**src/emc_defines.svh**
```systemverilog
// Constants of the external memory controller pin block
`ifndef EMC_DEFINES_SVH
`define EMC_DEFINES_SVH
`define EMC_NUM_CS        8
`define EMC_NUM_LANES     8
`define EMC_NUM_GPL       6
`define EMC_WAVE_DEPTH    16
`define EMC_BANK_SHIFT    29
`define EMC_CS_TIMEOUT    8'hff
`define EMC_BCTL_NORMAL   2'h0
`define EMC_BCTL_SWAP     2'h1
`define EMC_BCTL_OFF      2'h2
`define EMC_SD_TRCD       4'h2
`define EMC_SD_TCL        4'h2
`endif

```
**src/emc_pkg.sv**
```systemverilog
// Types of the external memory controller pin block
package emc_pkg;
  typedef enum logic [1:0] {EMC_M_GPCS, EMC_M_SDRAM, EMC_M_PROG} emc_mach_t;
  typedef enum logic [1:0] {EMC_SZ_BYTE, EMC_SZ_HALF, EMC_SZ_WORD,
                            EMC_SZ_DWORD} emc_size_t;
endpackage

```
**src/emc_lane_decode.sv**
```systemverilog
// Byte-lane decode from address, transfer size and port size
`include "emc_defines.svh"
module emc_lane_decode
(
  input  wire logic [2:0]       i_addr_low,
  input  wire emc_pkg::emc_size_t i_size,
  input  wire logic [1:0]       i_port_size,
  output logic      [7:0]       o_lanes
);
  function automatic logic [7:0] lane_mask(input logic [2:0] a,
                                           input logic [1:0] sz,
                                           input logic [1:0] ps);
    logic [7:0] base;
    logic [1:0] eff;
    base = 8'h00;
    eff = (sz > ps) ? ps : sz;
    unique case (eff)
      2'h0: base = 8'h01;
      2'h1: base = 8'h03;
      2'h2: base = 8'h0f;
      2'h3: base = 8'hff;
    endcase
    return base << a;
  endfunction

  always_comb
  begin
    o_lanes = lane_mask(i_addr_low, i_size, i_port_size);
  end
endmodule

```
**src/emc_core.sv**
```systemverilog
// External memory controller: chip-select, SDRAM and programmable machines
// Operation
// - Eight chip-select outputs, each enabling one attached device.
// - Two data buffer controls, behaviour chosen by buffer config field.
// - Burst address bits 3 and 4 registered to memories during an access.
// - Address latch enable driven in external-master configuration.
// - Eight write lane enables, only written lanes asserted.
// - Eight SDRAM lane masks select participating byte lanes.
// - Programmable lane selects follow waveform, address, size, port size.
// - SDRAM A10 is row bit for row, command bit for column.
// - Six programmable lines driven from the waveform pattern.
// - SDRAM write, row and column strobes to SDRAM command inputs.
// - Output enable turns on memory output buffers during chip-select machine reads.
// - Termination input ends a chip-select access; needs pull-up.
// - Wait input high suspends the programmable waveform until low.
// - Parity lane select acts as byte select of parity chip.
// - Address multiplexer control steers row/column in external master.
`include "emc_defines.svh"
module emc_core
(
  input  wire logic                 i_ref_clk,
  input  wire logic                 i_reset,
  input  wire logic                 i_req,
  input  wire logic [31:0]          i_addr,
  input  wire logic                 i_write,
  input  wire emc_pkg::emc_size_t   i_size,
  input  wire logic                 i_ext_master,
  input  wire logic [1:0]           i_buffer_ctl_config_field,
  input  wire logic [15:0]          i_bank_machine,
  input  wire logic [15:0]          i_bank_port_size,
  input  wire logic [7:0]           i_parity_en,
  input  wire logic [8:0]           i_wave_mem [`EMC_WAVE_DEPTH],
  input  wire logic                 i_gp_transfer_done_in,
  input  wire logic                 i_prog_wait_in,
  output logic                      o_busy,
  output logic                      o_done,
  output logic [7:0]                o_chip_sel_n,
  output logic                      o_buffer_ctl_zero,
  output logic                      o_buffer_ctl_one,
  output logic [1:0]                o_burst_addr_out,
  output logic                      o_addr_latch_en,
  output logic [7:0]                o_gp_write_lane_en_n,
  output logic [7:0]                o_sdram_lane_mask,
  output logic [7:0]                o_prog_lane_select_n,
  output logic                      o_sdram_addr_bit_ten,
  output logic [5:0]                o_prog_line,
  output logic                      o_sdram_write_strobe_n,
  output logic                      o_sdram_row_strobe_n,
  output logic                      o_sdram_col_strobe_n,
  output logic                      o_gp_output_en_n,
  output logic                      o_parity_lane_select_n,
  output logic                      o_sdram_addr_mux_ctl
);
  // ----------------------------------------------------------------
  // Transfer capture and bank decode
  // ----------------------------------------------------------------
  typedef enum logic [2:0] {S_IDLE, S_GPCS, S_ROW, S_COL, S_PROG,
                            S_END} emc_state_t;
  emc_state_t state;
  logic [2:0]  bank;
  logic [31:0] addr;
  logic        wr;
  emc_pkg::emc_size_t size;
  logic [7:0]  lanes;
  logic [7:0]  cnt;
  logic [3:0]  wave_ptr;
  logic [8:0]  wave_word;

  function automatic logic [2:0] bank_of(input logic [31:0] a);
    return a[31:`EMC_BANK_SHIFT];
  endfunction

  always_ff @(posedge i_ref_clk)
  begin
    if (i_reset)
    begin
      addr <= 32'h0;
      wr   <= 1'b0;
      size <= emc_pkg::EMC_SZ_BYTE;
      bank <= 3'h0;
    end
    else if (state == S_IDLE && i_req)
    begin
      addr <= i_addr;
      wr   <= i_write;
      size <= i_size;
      bank <= bank_of(i_addr);
    end
  end

  emc_lane_decode u_lanes
  (
    .i_addr_low  (addr[2:0]),
    .i_size      (size),
    .i_port_size (i_bank_port_size[bank*2 +: 2]),
    .o_lanes     (lanes)
  );

  // ----------------------------------------------------------------
  // Sequencer
  // ----------------------------------------------------------------
  assign wave_word = i_wave_mem[wave_ptr];

  always_ff @(posedge i_ref_clk)
  begin
    if (i_reset)
    begin
      state    <= S_IDLE;
      cnt      <= 8'h0;
      wave_ptr <= 4'h0;
    end
    else
    begin
      unique case (state)
        S_IDLE:
          if (i_req)
          begin
            cnt      <= 8'h0;
            wave_ptr <= 4'h0;
            unique case (emc_pkg::emc_mach_t'(
                         i_bank_machine[bank_of(i_addr)*2 +: 2]))
              emc_pkg::EMC_M_SDRAM: state <= S_ROW;
              emc_pkg::EMC_M_PROG:  state <= S_PROG;
              default:              state <= S_GPCS;
            endcase
          end
        S_GPCS:
        begin
          cnt <= cnt + 8'h1;
          if (!i_gp_transfer_done_in || cnt == `EMC_CS_TIMEOUT)
            state <= S_END;
        end
        S_ROW:
        begin
          cnt <= cnt + 8'h1;
          if (cnt[3:0] == `EMC_SD_TRCD)
          begin
            cnt   <= 8'h0;
            state <= S_COL;
          end
        end
        S_COL:
        begin
          cnt <= cnt + 8'h1;
          if (cnt[3:0] == `EMC_SD_TCL)
            state <= S_END;
        end
        S_PROG:
          if (!i_prog_wait_in)
          begin
            wave_ptr <= wave_ptr + 4'h1;
            if (wave_word[8] || wave_ptr == 4'(`EMC_WAVE_DEPTH - 1))
              state <= S_END;
          end
        S_END:
          state <= S_IDLE;
      endcase
    end
  end

  assign o_busy = (state != S_IDLE);
  assign o_done = (state == S_END);

  // ----------------------------------------------------------------
  // Pin registers
  // ----------------------------------------------------------------
  logic act;
  assign act = (state == S_GPCS) || (state == S_ROW) || (state == S_COL)
               || (state == S_PROG);

  always_ff @(posedge i_ref_clk)
  begin
    if (i_reset)
    begin
      o_chip_sel_n           <= 8'hff;
      o_gp_write_lane_en_n   <= 8'hff;
      o_gp_output_en_n       <= 1'b1;
      o_sdram_lane_mask      <= 8'hff;
      o_prog_lane_select_n   <= 8'hff;
      o_parity_lane_select_n <= 1'b1;
      o_burst_addr_out       <= 2'h0;
    end
    else
    begin
      o_chip_sel_n <= act ? ~(8'h01 << bank) : 8'hff;
      o_gp_write_lane_en_n <= (state == S_GPCS && wr) ? ~lanes
                              : 8'hff;
      o_gp_output_en_n <= !(state == S_GPCS && !wr);
      o_sdram_lane_mask <= (state == S_COL) ? ~lanes : 8'hff;
      o_prog_lane_select_n <= (state == S_PROG && wave_word[7])
                              ? ~lanes : 8'hff;
      o_parity_lane_select_n <= !(act && i_parity_en[bank]);
      o_burst_addr_out <= act ? addr[4:3] : 2'h0;
    end
  end

  // SDRAM command: row activates, column issues read/write
  always_ff @(posedge i_ref_clk)
  begin
    if (i_reset)
    begin
      o_sdram_row_strobe_n   <= 1'b1;
      o_sdram_col_strobe_n   <= 1'b1;
      o_sdram_write_strobe_n <= 1'b1;
      o_sdram_addr_bit_ten   <= 1'b0;
      o_sdram_addr_mux_ctl   <= 1'b0;
    end
    else
    begin
      o_sdram_row_strobe_n <= !(state == S_ROW && cnt == 8'h0);
      o_sdram_col_strobe_n <= !(state == S_COL && cnt == 8'h0);
      o_sdram_write_strobe_n <= !(state == S_COL && cnt == 8'h0 && wr);
      // Row: address bit; column: auto-precharge command bit
      o_sdram_addr_bit_ten <= (state == S_ROW) ? addr[20]
                              : (state == S_COL);
      o_sdram_addr_mux_ctl <= i_ext_master && state == S_COL;
    end
  end

  always_ff @(posedge i_ref_clk)
  begin
    if (i_reset)
      o_prog_line <= 6'h3f;
    else if (state == S_PROG)
      o_prog_line <= wave_word[5:0];
    else
      o_prog_line <= 6'h3f;
  end

  // Buffer controls and address latch
  always_ff @(posedge i_ref_clk)
  begin
    if (i_reset)
    begin
      o_buffer_ctl_zero <= 1'b1;
      o_buffer_ctl_one  <= 1'b1;
      o_addr_latch_en   <= 1'b0;
    end
    else
    begin
      unique case (i_buffer_ctl_config_field)
        `EMC_BCTL_NORMAL:
        begin
          o_buffer_ctl_zero <= !(act && !wr);
          o_buffer_ctl_one  <= !(act && wr);
        end
        `EMC_BCTL_SWAP:
        begin
          o_buffer_ctl_zero <= !(act && wr);
          o_buffer_ctl_one  <= !(act && !wr);
        end
        default:
        begin
          o_buffer_ctl_zero <= 1'b1;
          o_buffer_ctl_one  <= 1'b1;
        end
      endcase
      o_addr_latch_en <= i_ext_master && state == S_IDLE && i_req;
    end
  end
endmodule

```
**config.mk**
```make
export PLATFORM = sky130hd
export DESIGN_NAME = emc_core
export DESIGN_NICKNAME = d
export VERILOG_FILES = /design/src/emc_pkg.sv /design/src/emc_lane_decode.sv /design/src/emc_core.sv
export VERILOG_INCLUDE_DIRS = /design/src
export SDC_FILE = /design/constraint.sdc
export NUM_CORES = 1
export LEC_CHECK = 0
export ABC_AREA = 1
export BUFFER_PORTS_ARGS = -buffer_cell sky130_fd_sc_hd__buf_4
export CAP_MARGIN = 20
export CORE_MARGIN = 10
export CORE_UTILIZATION = 46
export DETAILED_ROUTE_END_ITERATION = 16
export PLACE_DENSITY = 0.95
export REMOVE_ABC_BUFFERS = 1
export SYNTH_ARGS = -nofsm -noshare
export SYNTH_HDL_FRONTEND = slang
export SYNTH_SLANG_ARGS = --single-unit
```
**constraint.sdc**
```tcl
create_clock -name i_ref_clk -period 6.06 [get_ports i_ref_clk]
set_input_delay 0.303 -clock i_ref_clk [delete_from_list [all_inputs] [get_ports i_ref_clk]]
set_output_delay 0.303 -clock i_ref_clk [all_outputs]
set_load 0.01 [all_outputs]
```
; Word level (Yosys, flattened, before mapping)
; Cells that the tools add are included.
[totals]
regBits = 92
in_bits = 227
output_inout_bits = 52
wordCells = 127
[classes]
add_sub_neg = 2
order_cmp = 3
n_eq_ne = 20
shift = 4
muxes = 24
bitwise_logic = 8
n_reduce_logical = 43
[ops]
columns = operator, count
row1 = 9-bit binary-select mux with 4-bit select, 1
row2 = 8-bit case mux with 4 select lines, 1
row3 = 16-bit by 5-bit indexed part select with 2-bit output, 2
row4 = 8-bit case mux with 3 select lines, 1
row5 = 3-bit two-way mux, 6
row6 = 9-bit two-way mux, 2
row7 = 3-bit case mux with 6 select lines, 1
row8 = 8-bit two-way mux, 2
row9 = 8-bit NOT, 2
row10 = 1-bit logical AND, 13
row11 = 2-bit inequality test (second input constant), 6
row12 = 2-bit OR reduction, 6
row13 = 1-bit zero test, 9
row14 = 8-bit by 1-bit adder with 8-bit output (second input constant), 1
row15 = 8-bit equality test (second input constant), 1
row16 = 8-bit zero test, 1
row17 = 4-bit two-way mux, 2
row18 = 4-bit case mux with 2 select lines, 1
row19 = 1-bit by 3-bit left shift with 8-bit output (first input constant), 1
row20 = 8-bit by 3-bit left shift with 8-bit output, 1
row21 = 2-bit by 1-bit equality test with 1-bit output (second input constant), 3
row22 = 2-bit equality test (second input constant), 3
row23 = 3-bit by 2-bit equality test with 1-bit output (second input constant), 2
row24 = 3-bit equality test (second input constant), 2
row25 = other kinds (22), 34

; Logic depth before layout (Yosys ltp)
; Gate-level depths: netlist of the first run.
[depth]
ltp_word = 8
depth_mapped = 18
mapped_depth_nobuf = 18

; Cells and area by module
; Synthesis of the first run repeated with hierarchy kept, for this count alone.
[hier_totals]
hier_cells = 644
area_unflattened_um2 = 4374.2
[modules_own_cells]
columns = mod, n_inst, cells_per_inst, area_per_inst_um2, seq_area_each_um2
row1 = emc_core, 1, 592, 4092.7, 1541.5
row2 = emc_lane_decode, 1, 52, 281.5, 0.0

; Least setup slack after synthesis of the first run
; No wires, ideal clock.
[synth_path]
path_kind = reg2reg
start = register bank[0]
end = register o_sdram_lane_mask[5]
setup_ns = 0.132
t_arrival_ns = 2.255
t_required_ns = 5.928
path_slack_ns = 3.673
path_stages_with_launch = 17
path_buffers = 1
period_less_slack_ns = 2.387
cell_sequence = dfxtp_1 > buf_4 > nor2_1 > a22o_1 > a221oi_1 > o21ai_0 > inv_1 > ha_1 > nand2_1 > a22oi_1 > inv_1 > nand2_1 > nand3_1 > nand2_1 > o21ai_1 > o21ai_2 > nand2_1
[synth_between]
elab_chain_len = 7
elab_cells_between_ends = 10
cone_classes = 1 x order compare / 3 x eq/ne / 2 x shift / 2 x mux / 1 x bitwise / 1 x reduce/logical
[synth_lines]
columns = element, line_no
row1 = "start, declared", emc_core.sv:60  ; logic [2:0] bank;
row2 = "start signal, assigned", emc_core.sv:87  ; bank <= bank_of(i_addr);
row3 = 16-bit by 5-bit indexed part select with 2-bit output (*), emc_core.sv:95  ; .i_port_size (i_bank_port_size[bank*2 +: 2]),
row4 = 2-bit greater-than comparator, emc_lane_decode.sv:16  ; eff = (sz > ps) ? ps : sz;
row5 = 2-bit two-way mux (*), emc_lane_decode.sv:16
row6 = "2-bit equality test, or another cell as far along", emc_lane_decode.sv:17  ; unique case (eff)
row7 = 8-bit case mux with 4 select lines (*), emc_lane_decode.sv:17
row8 = 8-bit by 3-bit left shift with 8-bit output (*), emc_lane_decode.sv:23  ; return base << a;
row9 = 8-bit NOT (*), emc_core.sv:189  ; o_sdram_lane_mask <= (state == S_COL) ? ~lanes : 8'hff;
row10 = "end signal, assigned", emc_core.sv:189
row11 = "end, declared", emc_core.sv:43  ; output logic [7:0] o_sdram_lane_mask,
; Mark *: on every way between the ends. The rest lies on a longest branch, timed or not. The select of a mux whose other input is x is not followed.
; A chain may end at the register's enable or synchronous reset.

; Final worst setup path of the first run
[layout_path]
start = register bank[0]
end = register o_sdram_lane_mask[7]
; Same word-level chain as after synthesis.

==> impl_metrics.tcl, run 1 <==
set metrics [dict create \
    grt_max_degree 70 \
    vias 5315 \
    clock_sinks 77 \
    fin_cells 998 \
    power_density_mw_per_mm2 273 \
    crit_path_top_delay_cell "dfxtp_1" \
    syn_inst 647 \
    cts_resized 0 \
    routed_via_density 5.33 \
    boundaryPins 279 \
    maxSlewHeadroom 0.392 \
    yosysUniqueCellTypes 36 \
    yosys_register_bits 77 \
    cts_tree "built" \
    worstHoldStart "i_addr[20]" \
    tightest_slew_ns 0.911 \
    hold_depth 3 \
    synth_ff_type "dfxtp_1" \
    drtPass1Iterations 7 \
    grt_setup_unrepaired "false" \
    ys_seq_area_frac 0.355 \
    cts_setup_buffers 0 \
    crit_chain "inv_1 > nor2_1 > a22o_1 > a221oi_1 > o21ai_0 > inv_1 > ha_1 > nand2_1 > a22oi_1 > inv_1 > nand2_1 > nand3_1 > o21ai_0 > nand2_1" \
    gp_congestion 0.940 \
    die_w_um 117 \
    critPathKind "flop to flop" \
    dieArea_mm2 0.0137 \
    core_area_mm2 0.00924 \
    wl_mm 16.2 \
    path_max_fanout 13 \
    maxClockFrequency_ghz 0.318 \
    wl_per_cell_um 16.3 \
    drive_gt1_frac 0.314 \
    numPortBuffers 239 \
    critPathLaunchType "flop" \
    numCtsBuffers 9 \
    reg2reg_from "bank[0]" \
    clkTransAtPathRegs_ns 0.09 \
    drc 0 \
    regToRegSetupSlack_ns 2.91 \
    finalSetupViolCount 0 \
    htree_levels 3 \
    timing.final.crit_share 0.520 \
    initial_utilization 0.470 \
    fin_nets 1101 \
    fill_cells 766 \
    clkLatencyLatePin_ns 0.35 \
    antenna_found_initial 0 \
    finClkSkew_ns 0.0156 \
    drt_iter0_drc 509 \
    cp_slowest_stage_delay_ns 0.55 \
    path_buf_inv 3 \
    antennaDiodeCount 0 \
    fin_crit_ns 3.15 \
    slew_viol_final 0 \
    total_leakage_power_nw 2.91 \
    maxCapViolCount 0 \
    crit_arrival_ns 3.36 \
    dp.cells 981 \
    grtUsageTotal 0.221 \
    hold_viol_final 0 \
    clk_root_buffer_cell "clkbuf_8" \
    cts.path.max_buffers 2 \
    syn2layout_area_growth_pct 46.1 \
    hold_buffers 0 \
    ir_worst_vdd_uv 158 \
    min_to "addr[20]" \
    die_h_um 117 \
    rr_endpoint "o_sdram_lane_mask[7]" \
    critical_path.top_delay_family "compound AO/OA/AOI/OAI gates" \
    overflow 0 \
    ys_async_sr_fraction 0 \
    grt_pass1_wl_mm 24.5 \
    crit_start "bank[0]" \
    cp-end-kind "flop" \
    ant_nets 0 \
    r2r_cells 14 \
    status "complete, no violations" \
    synth_edf_count 0 \
    holdCritPathClass "input pin to flop" \
    first_global_vias 5061 \
    rows 35 \
    syn-cell-area_mm2 0.00435 \
    yosysWarnings 0 \
    worstPathRequired_ns 6.27 \
    syn_area_per_cell_um2 6.72 \
    dp_hpwl_mm 12.7 \
    final.setup.tns_ns 0 \
]
worst max path at each step:
stage / slack, ns / to / cells past startpoint
finish: 2.91 / o_sdram_lane_mask[7] / 14
floorplan: 3.27 / state[2] / 9
global placement: 3.08 / o_sdram_lane_mask[7] / 14
detailed placement: 2.96 / o_sdram_lane_mask[7] / 14
global route: 2.51 / o_sdram_lane_mask[7] / 14
CTS: 2.93 / o_sdram_lane_mask[7] / 14
cells by family (layout without fill, tap and decap cells):
group | count (synthesis) | count (layout) | synth area share
AOI/OAI and AO/OA | 172 | 172 | 0.234
adders and majority gates | 10 | 10 | 0.0288
buffers and inverters | 100 | 322 | 0.0961
DFF | 77 | 77 | 0.355
and+or+nand+nor | 288 | 288 | 0.286
cell type report:
| class | instances | area [um2] | share of cell area |
|---|---|---|---|
| well taps | 129 | 161 | 0.0254 |
| repair buffers | 242 | 1830 | 0.288 |
| flip-flops and latches | 77 | 1540 | 0.243 |
| clock buffers | 9 | 124 | 0.0195 |
| clock inverters | 7 | 65.1 | 0.0102 |
| inverters | 64 | 240 | 0.0378 |
| multi-input cells | 470 | 2390 | 0.376 |
registers in the layout (all words and copies together) (netlist names), 2 cells and up:
register	flops
wave_ptr	4
cnt	8
addr	6
o_chip_sel_n	8
o_sdram_lane_mask	8
size	2
bank	3
o_prog_line	6
o_burst_addr_out	2
state	3
o_prog_lane_select_n	8
o_gp_write_lane_en_n	8
through the flow:
step	power [mW]	instance area (um2)	hold slack, ns	util	setup slack, ns
after floorplan	1.08	4170	0.372	-	3.27
after global placement	1.33	6140	0.410	0.665	3.08
after detailed placement	1.36	6140	0.431	0.665	2.96
after CTS	1.73	6330	0.163	0.685	2.93
after global routing	1.86	6350	0.186	0.687	2.51
final	1.73	6350	0.172	0.687	2.91
layout by cell type (no fill, tap or decap), drive strengths merged:
cell type / instances
a211oi: 4
a21oi: 25
a221oi: 1
a22o: 1
a22oi: 5
a31oi: 2
buf: 242
clkbuf: 9
clkinv: 4
clkinvlp: 1
dfxtp: 77
ha: 10
inv: 66
nand2: 102
nand3: 39
nand4: 13
nor2: 108
nor3: 20
nor3b: 3
nor4: 2
o211ai: 15
o21ai: 85
o221ai: 12
o22ai: 17
o31ai: 1
o32ai: 4
or2: 1
synthesized netlist by cell type, types with 8 or more instances:
cell / number / area (um2)
o211ai_1: 15 / 113
ha_1: 10 / 125
nor2_1: 104 / 390
o21ai_0: 79 / 395
dfxtp_1: 77 / 1540
nand3_1: 38 / 190
inv_1: 58 / 218
buf_2: 10 / 50.1
a21oi_1: 25 / 125
o221ai_1: 12 / 105
buf_4: 8 / 60.1
nor3_1: 18 / 90.1
nand4_1: 13 / 81.3
nand2_1: 101 / 379
clkbuf_1: 17 / 63.8
o22ai_1: 17 / 106
metal layers:
layer	vias to the layer above	routed length, um	GRT usage
met3	45	1700	0.0719
li1	2648	-	-
met4	0	561	0.0914
met5	-	0	0
met1	2375	6110	0.244
met2	247	7880	0.383
worst register-to-register path, cell delays in order, from the launching register on:
cell and delay (ns):
dfxtp_1 0.55, inv_1 0.21, nor2_1 0.28, a22o_1 0.19, a221oi_1 0.05, o21ai_0 0.30
inv_1 0.09, ha_1 0.31, nand2_1 0.06, a22oi_1 0.25, inv_1 0.10, nand2_1 0.09
nand3_1 0.09, o21ai_0 0.36, nand2_1 0.10
power breakdown:
group	internal (mW)	switching (mW)	total, mW
combinational	0.287	0.453	0.740
sequential	0.568	0.0528	0.621
clock	0.159	0.215	0.373
Power figures use the tool's default switching activity.
==> inputs of run 2 (changes only) <==
--- a/config.mk
+++ b/config.mk
@@ -10,9 +10,9 @@
 export BUFFER_PORTS_ARGS = -buffer_cell sky130_fd_sc_hd__buf_4
 export CAP_MARGIN = 20
 export CORE_MARGIN = 10
-export CORE_UTILIZATION = 46
+export CORE_UTILIZATION = 39
 export DETAILED_ROUTE_END_ITERATION = 16
-export PLACE_DENSITY = 0.95
+export PLACE_DENSITY = 0.88
 export REMOVE_ABC_BUFFERS = 1
 export SYNTH_ARGS = -nofsm -noshare
 export SYNTH_HDL_FRONTEND = slang
==> constraint.sdc (replaced) <==
create_clock -name i_ref_clk -period 2.64 [get_ports i_ref_clk]
set_input_delay 0.132 -clock i_ref_clk [delete_from_list [all_inputs] [get_ports i_ref_clk]]
set_output_delay 0.132 -clock i_ref_clk [all_outputs]
set_load 0.01 [all_outputs]
==> run 2 against run 1 <==
Net effect:
- sequential share of layout area down 0.51 points
- critical path depth rose by 4
- fmax grew 30%
- clock skew decreased by 0.0072 ns
- first-iteration DRC count decreased by 25%
- sequential power up 130%
- via count decreased by 0.11%
- clock-buffer cell count unchanged
- clock power rose by 150%
- largest cell class unchanged
==> impl_metrics.tcl, run 2 (synthesis results as in run 1) <==
set metrics [dict create \
    fin_cells 1024 \
    tightest_slew_ns 0.682 \
    drive_gt1_frac 0.335 \
    worstPathRequired_ns 2.86 \
    first_global_vias 5195 \
    critPathKind "flop to flop" \
    dp_hpwl_mm 13.3 \
    maxClockFrequency_ghz 0.413 \
    overflow 0 \
    die_h_um 126 \
    hold-worst-slack_ns 0.0198 \
    finalSetupViolCount 0 \
    drt_iter0_drc 381 \
    routed_via_density 5.18 \
    wl_mm 16.7 \
    maxCapViolCount 0 \
    core_area_mm2 0.0109 \
    timing.final.crit_share 0.918 \
    vias 5309 \
    boundaryPins 279 \
    dieArea_mm2 0.0158 \
    wl_per_cell_um 16.3 \
    clkLatencyLatePin_ns 0.35 \
    htree_levels 3 \
    cts_tree "built" \
    drtPass1Iterations 5 \
    maxSlewHeadroom 0.544 \
    crit_arrival_ns 2.65 \
    syn2layout_area_growth_pct 49.7 \
    path_max_fanout 8 \
    dp.cells 1007 \
    final_common_cell "buf_4" \
    finClkSkew_ns 0.00842 \
    antenna_found_initial 0 \
    power_density_mw_per_mm2 639 \
    critPathLaunchType "flop" \
    grtUsageTotal 0.199 \
    antennaDiodeCount 0 \
    hold_viol_final 0 \
    grt_max_degree 46 \
    ant_nets 0 \
    numCtsBuffers 9 \
    gp_congestion 0.924 \
    status "complete, no violations" \
    grt_pass1_wl_mm 26.4 \
    total_leakage_power_nw 2.99 \
    drc 0 \
    rows 38 \
    fin_nets 1116 \
    fin_crit_ns 2.42 \
    mostFrequentLayoutCells "buf_4 (257), nor2_1 (101), nand2_1 (101)" \
    cp-end-kind "flop" \
    slew_viol_final 0 \
    cts.path.max_buffers 2 \
    holdCritPathClass "input pin to flop" \
    ir_worst_vdd_uv 386 \
    initial_utilization 0.399 \
    numPortBuffers 239 \
    clkTransAtPathRegs_ns 0.08 \
    clock_sinks 77 \
    clk_root_buffer_cell "clkbuf_8" \
    hold_buffers 0 \
    die_w_um 126 \
]
==> run 2: worst max-delay path: stages, from the launching register on <==
cell and delay, ns:
dfxtp_4 0.41, inv_1 0.07, nor2_2 0.10, buf_4 0.13
a22oi_1 0.06, nand2_1 0.08, nand2_1 0.06, o21ai_1 0.12
inv_1 0.07, ha_1 0.31, nand2_1 0.07, a22oi_2 0.16
inv_1 0.08, nand2_1 0.08, nand3_1 0.11, nand2_1 0.10
o21ai_1 0.08, o21ai_2 0.16, nand2_1 0.06
==> run 2: where the power goes <==
group	switching (mW)	total, mW	internal, mW
clock network	0.465	0.917	0.451
registers	0.131	1.44	1.31
logic	1.08	1.80	0.723
==> run 2: path summary, 6_finish.rpt <==
check,startpoint,to,slack [ns],cells past startpoint
setup / recovery,bank[0],o_sdram_lane_mask[5],0.22,18
hold / removal,i_size[1],size[1],0.02,3
setup reg to reg,bank[0],o_sdram_lane_mask[5],0.22,18
hold reg to reg,wr,o_sdram_write_strobe_n,0.43,1
==> run 2: what timing repair did <==
action | CTS | global route
hold endpoints to repair | 0 | 0
pin swaps | 0 | 0
endpoints found under the setup margin | 6 | 20
buffers inserted | 0 | 1
cloned | 0 | 0
gates resized for setup | 2 | 10
==> run 2: stage by stage <==
stage	utilization	worst slack [ns]	area [um2]	power, mW	setup TNS, ns
6_report	0.598	0.216	6510	4.16	0
5_1_grt	0.598	-0.0101	6510	4.47	-0.0220
4_1_cts	0.594	0.00788	6470	4.11	0
3_5_place_dp	0.576	0.0151	6270	3.18	0
3_3_place_gp	0.576	0.0676	6270	3.14	0
2_1_floorplan	-	-0.154	4170	2.48	-1.53
==> run 2: layout make-up <==
class                           count  area, um2
Fill cell                        1009       4380
Multi-Input combinational cell    470       2410
Timing Repair Buffer              257       1930
Sequential cell                    77       1550
Inverter                           64        240
Tap cell                          140        175
Clock buffer                        9        124
Clock inverter                      7       80.1
==> run 2: per-layer routing <==
| metal | track usage | vias up | part of all wire |
|---|---|---|---|
| li1 | - | 2672 | - |
| met1 | 0.230 | 2384 | 0.40 |
| met2 | 0.348 | 230 | 0.50 |
| met3 | 0.0553 | 23 | 0.076 |
| met4 | 0.0617 | 0 | 0.023 |
| met5 | 0 | - | 0 |
==> inputs of run 3 (changes only) <==
--- a/config.mk
+++ b/config.mk
@@ -14,6 +14,7 @@
 export DETAILED_ROUTE_END_ITERATION = 16
 export PLACE_DENSITY = 0.88
 export REMOVE_ABC_BUFFERS = 1
+export SETUP_SLACK_MARGIN = 0.5
 export SYNTH_ARGS = -nofsm -noshare
 export SYNTH_HDL_FRONTEND = slang
 export SYNTH_SLANG_ARGS = --single-unit
==> run 3 against run 2 <==
Net effect:
- global-route usage increased by 0.68 points
- worst setup slack better by 0.021 ns
- power is 7.1% higher
- first-iteration DRC count increased by 10%
- sequential power about the same
- via count up 2.8%
- combinational power up 15%
- clock-buffer cell count unchanged
- critical endpoint is now o_sdram_lane_mask[4]
- largest cell class unchanged
==> impl_metrics.tcl, run 3 (synthesis results as in run 1) <==
set metrics [dict create \
    dp.cells 1007 \
    multiInputGateArea_mm2 0.00253 \
    die_h_um 126 \
    numPortBuffers 239 \
    htree_levels 3 \
    clock_sinks 77 \
    combPwrFrac 0.464 \
    worstPathRequired_ns 2.86 \
    total_power_mw 4.45 \
    dp_hpwl_mm 13.3 \
    total_leakage_power_nw 3.07 \
    hold_viol_final 0 \
    final.setup.tns_ns 0 \
    cts_tree "built" \
    regArea_mm2 0.00155 \
    initial_utilization 0.399 \
    fin_crit_ns 2.40 \
    routed_via_density 5.27 \
    timing.final.crit_share 0.910 \
    swShare 0.411 \
    maxClockFrequency_ghz 0.416 \
    p_clk_frac 0.209 \
    finClkSkew_ns 0.0108 \
    ant_nets 0 \
    p_int_mw 2.62 \
    cts.path.max_buffers 2 \
    core_area_mm2 0.0109 \
    critPathKind "flop to flop" \
    first_global_vias 5287 \
    pwr-share-seq 0.327 \
    overflow 0 \
    hold-worst-slack_ns 0.0178 \
    antenna_found_initial 0 \
    fin_cells 1035 \
    rows 38 \
    crit_arrival_ns 2.62 \
    cp-end-kind "flop" \
    drtPass1Iterations 5 \
    grt_max_degree 46 \
    finalSetupViolCount 0 \
    crit_chain "inv_4 > nor2_4 > a22o_1 > a221oi_2 > o21ai_2 > inv_2 > ha_4 > nand2_2 > a22oi_2 > inv_2 > nand2_2 > nand4_1 > nand2_1 > nand2_1 > nand3_2 > nand3_2" \
    drive_gt1_frac 0.378 \
    ir_worst_vdd_uv 430 \
    maxCapViolCount 0 \
    grt_pass1_wl_mm 27.2 \
    critPathLaunchType "flop" \
    power_density_mw_per_mm2 662 \
    holdCritPathClass "input pin to flop" \
    final_core_util 0.618 \
    slew_viol_final 0 \
    final_common_cell "buf_4" \
    boundaryPins 279 \
    cp_slowest_stage_delay_ns 0.41 \
    critical_path.top_delay_family "simple AND/OR/NAND/NOR gates" \
    gp_congestion 0.924 \
    vias 5457 \
    status "complete, no violations" \
    clk_root_buffer_cell "clkbuf_8" \
    hold_buffers 0 \
    grtUsageTotal 0.206 \
    power.switching_mw 1.83 \
    fin_nets 1127 \
    numCtsBuffers 9 \
    tightest_slew_ns 0.745 \
    drt_iter0_drc 420 \
    clkLatencyLatePin_ns 0.35 \
    path_max_fanout 6 \
    path_buf_inv 3 \
    clkTransAtPathRegs_ns 0.09 \
    drc 0 \
    wl_per_cell_um 16.9 \
    antennaDiodeCount 0 \
    wl_mm 17.5 \
    die_w_um 126 \
    fill_cells 963 \
    maxSlewHeadroom 0.501 \
    syn2layout_area_growth_pct 54.8 \
    crit_path_top_delay_cell "dfxtp_4" \
    dieArea_mm2 0.0158 \
    mostFrequentLayoutCells "buf_4 (266), nor2_1 (101), nand2_1 (90)" \
    grt_setup_unrepaired "true" \
]
[run 3: cell count changes in the layout (fill, tap and decap cells not counted), moves of 3 or more]
cell / before / now
nand2_2: 1 / 12
nand3_2: 1 / 10
nand3_1: 38 / 29
buf_4: 257 / 266
inv_2: 5 / 9
o21ai_1: 7 / 4
o21ai_2: 1 / 4
nand2_1: 101 / 90
inv_1: 57 / 52
[run 3: per-stage QoR]
step	area, um2	setup WS (ns)
CTS	6620	0.397
global route	6730	0.0896
finish	6730	0.237
floorplan	4170	-0.154
global placement	6270	0.0676
detailed placement	6270	0.0151
[run 3: per-layer routing]
| layer | GRT usage | share of wire | vias to the layer above |
|---|---|---|---|
| met3 | 0.0558 | 0.077 | 32 |
| met4 | 0.0678 | 0.025 | 0 |
| met1 | 0.236 | 0.40 | 2489 |
| li1 | - | - | 2691 |
| met2 | 0.362 | 0.50 | 245 |
| met5 | 0 | 0 | - |
[run 3: area by class of cell]
type,count,area share
inverter,64,0.0361
clock inverter,7,0.0119
multi-input combinational,470,0.377
sequential,77,0.231
timing repair buffer,268,0.300
clock buffer,9,0.0184
tap,140,0.0260
[run 3: what timing repair did]
action                                  4_1_cts  5_1_grt
endpoints found under the hold margin         0        0
buffers inserted                              4        8
resized for setup                            32       18
pin swaps                                     9       13
endpoints found under the setup margin       21       25
[run 3: power by group through the flow]
stage               clock network, mW  registers, mW  logic (mW)
floorplan                           0           1.48       0.996
global placement                    0           1.45        1.69
detailed placement                  0           1.45        1.72
CTS                             0.942           1.44        1.89
global route                    0.997           1.47        2.29
finish                          0.931           1.45        2.07
[run 3: worst register-to-register path, delay by kind of cell, from the launching register on]
family                   cells  cell delay, ns
adder cells (fa/ha/maj)      1            0.28
flip-flops                   1            0.41
buffers and inverters        3            0.20
AO/OA/AOI/OAI                4            0.67
AND/OR/NAND/NOR              8            0.70
[run 3: worst paths after layout]
kind	startpoint	end	slack [ns]	cells past startpoint
setup / recovery	bank[0]	o_sdram_lane_mask[4]	0.24	16
hold / removal	i_addr[20]	addr[20]	0.02	3
setup reg to reg	bank[0]	o_sdram_lane_mask[4]	0.24	16
hold reg to reg	wr	o_sdram_write_strobe_n	0.43	1
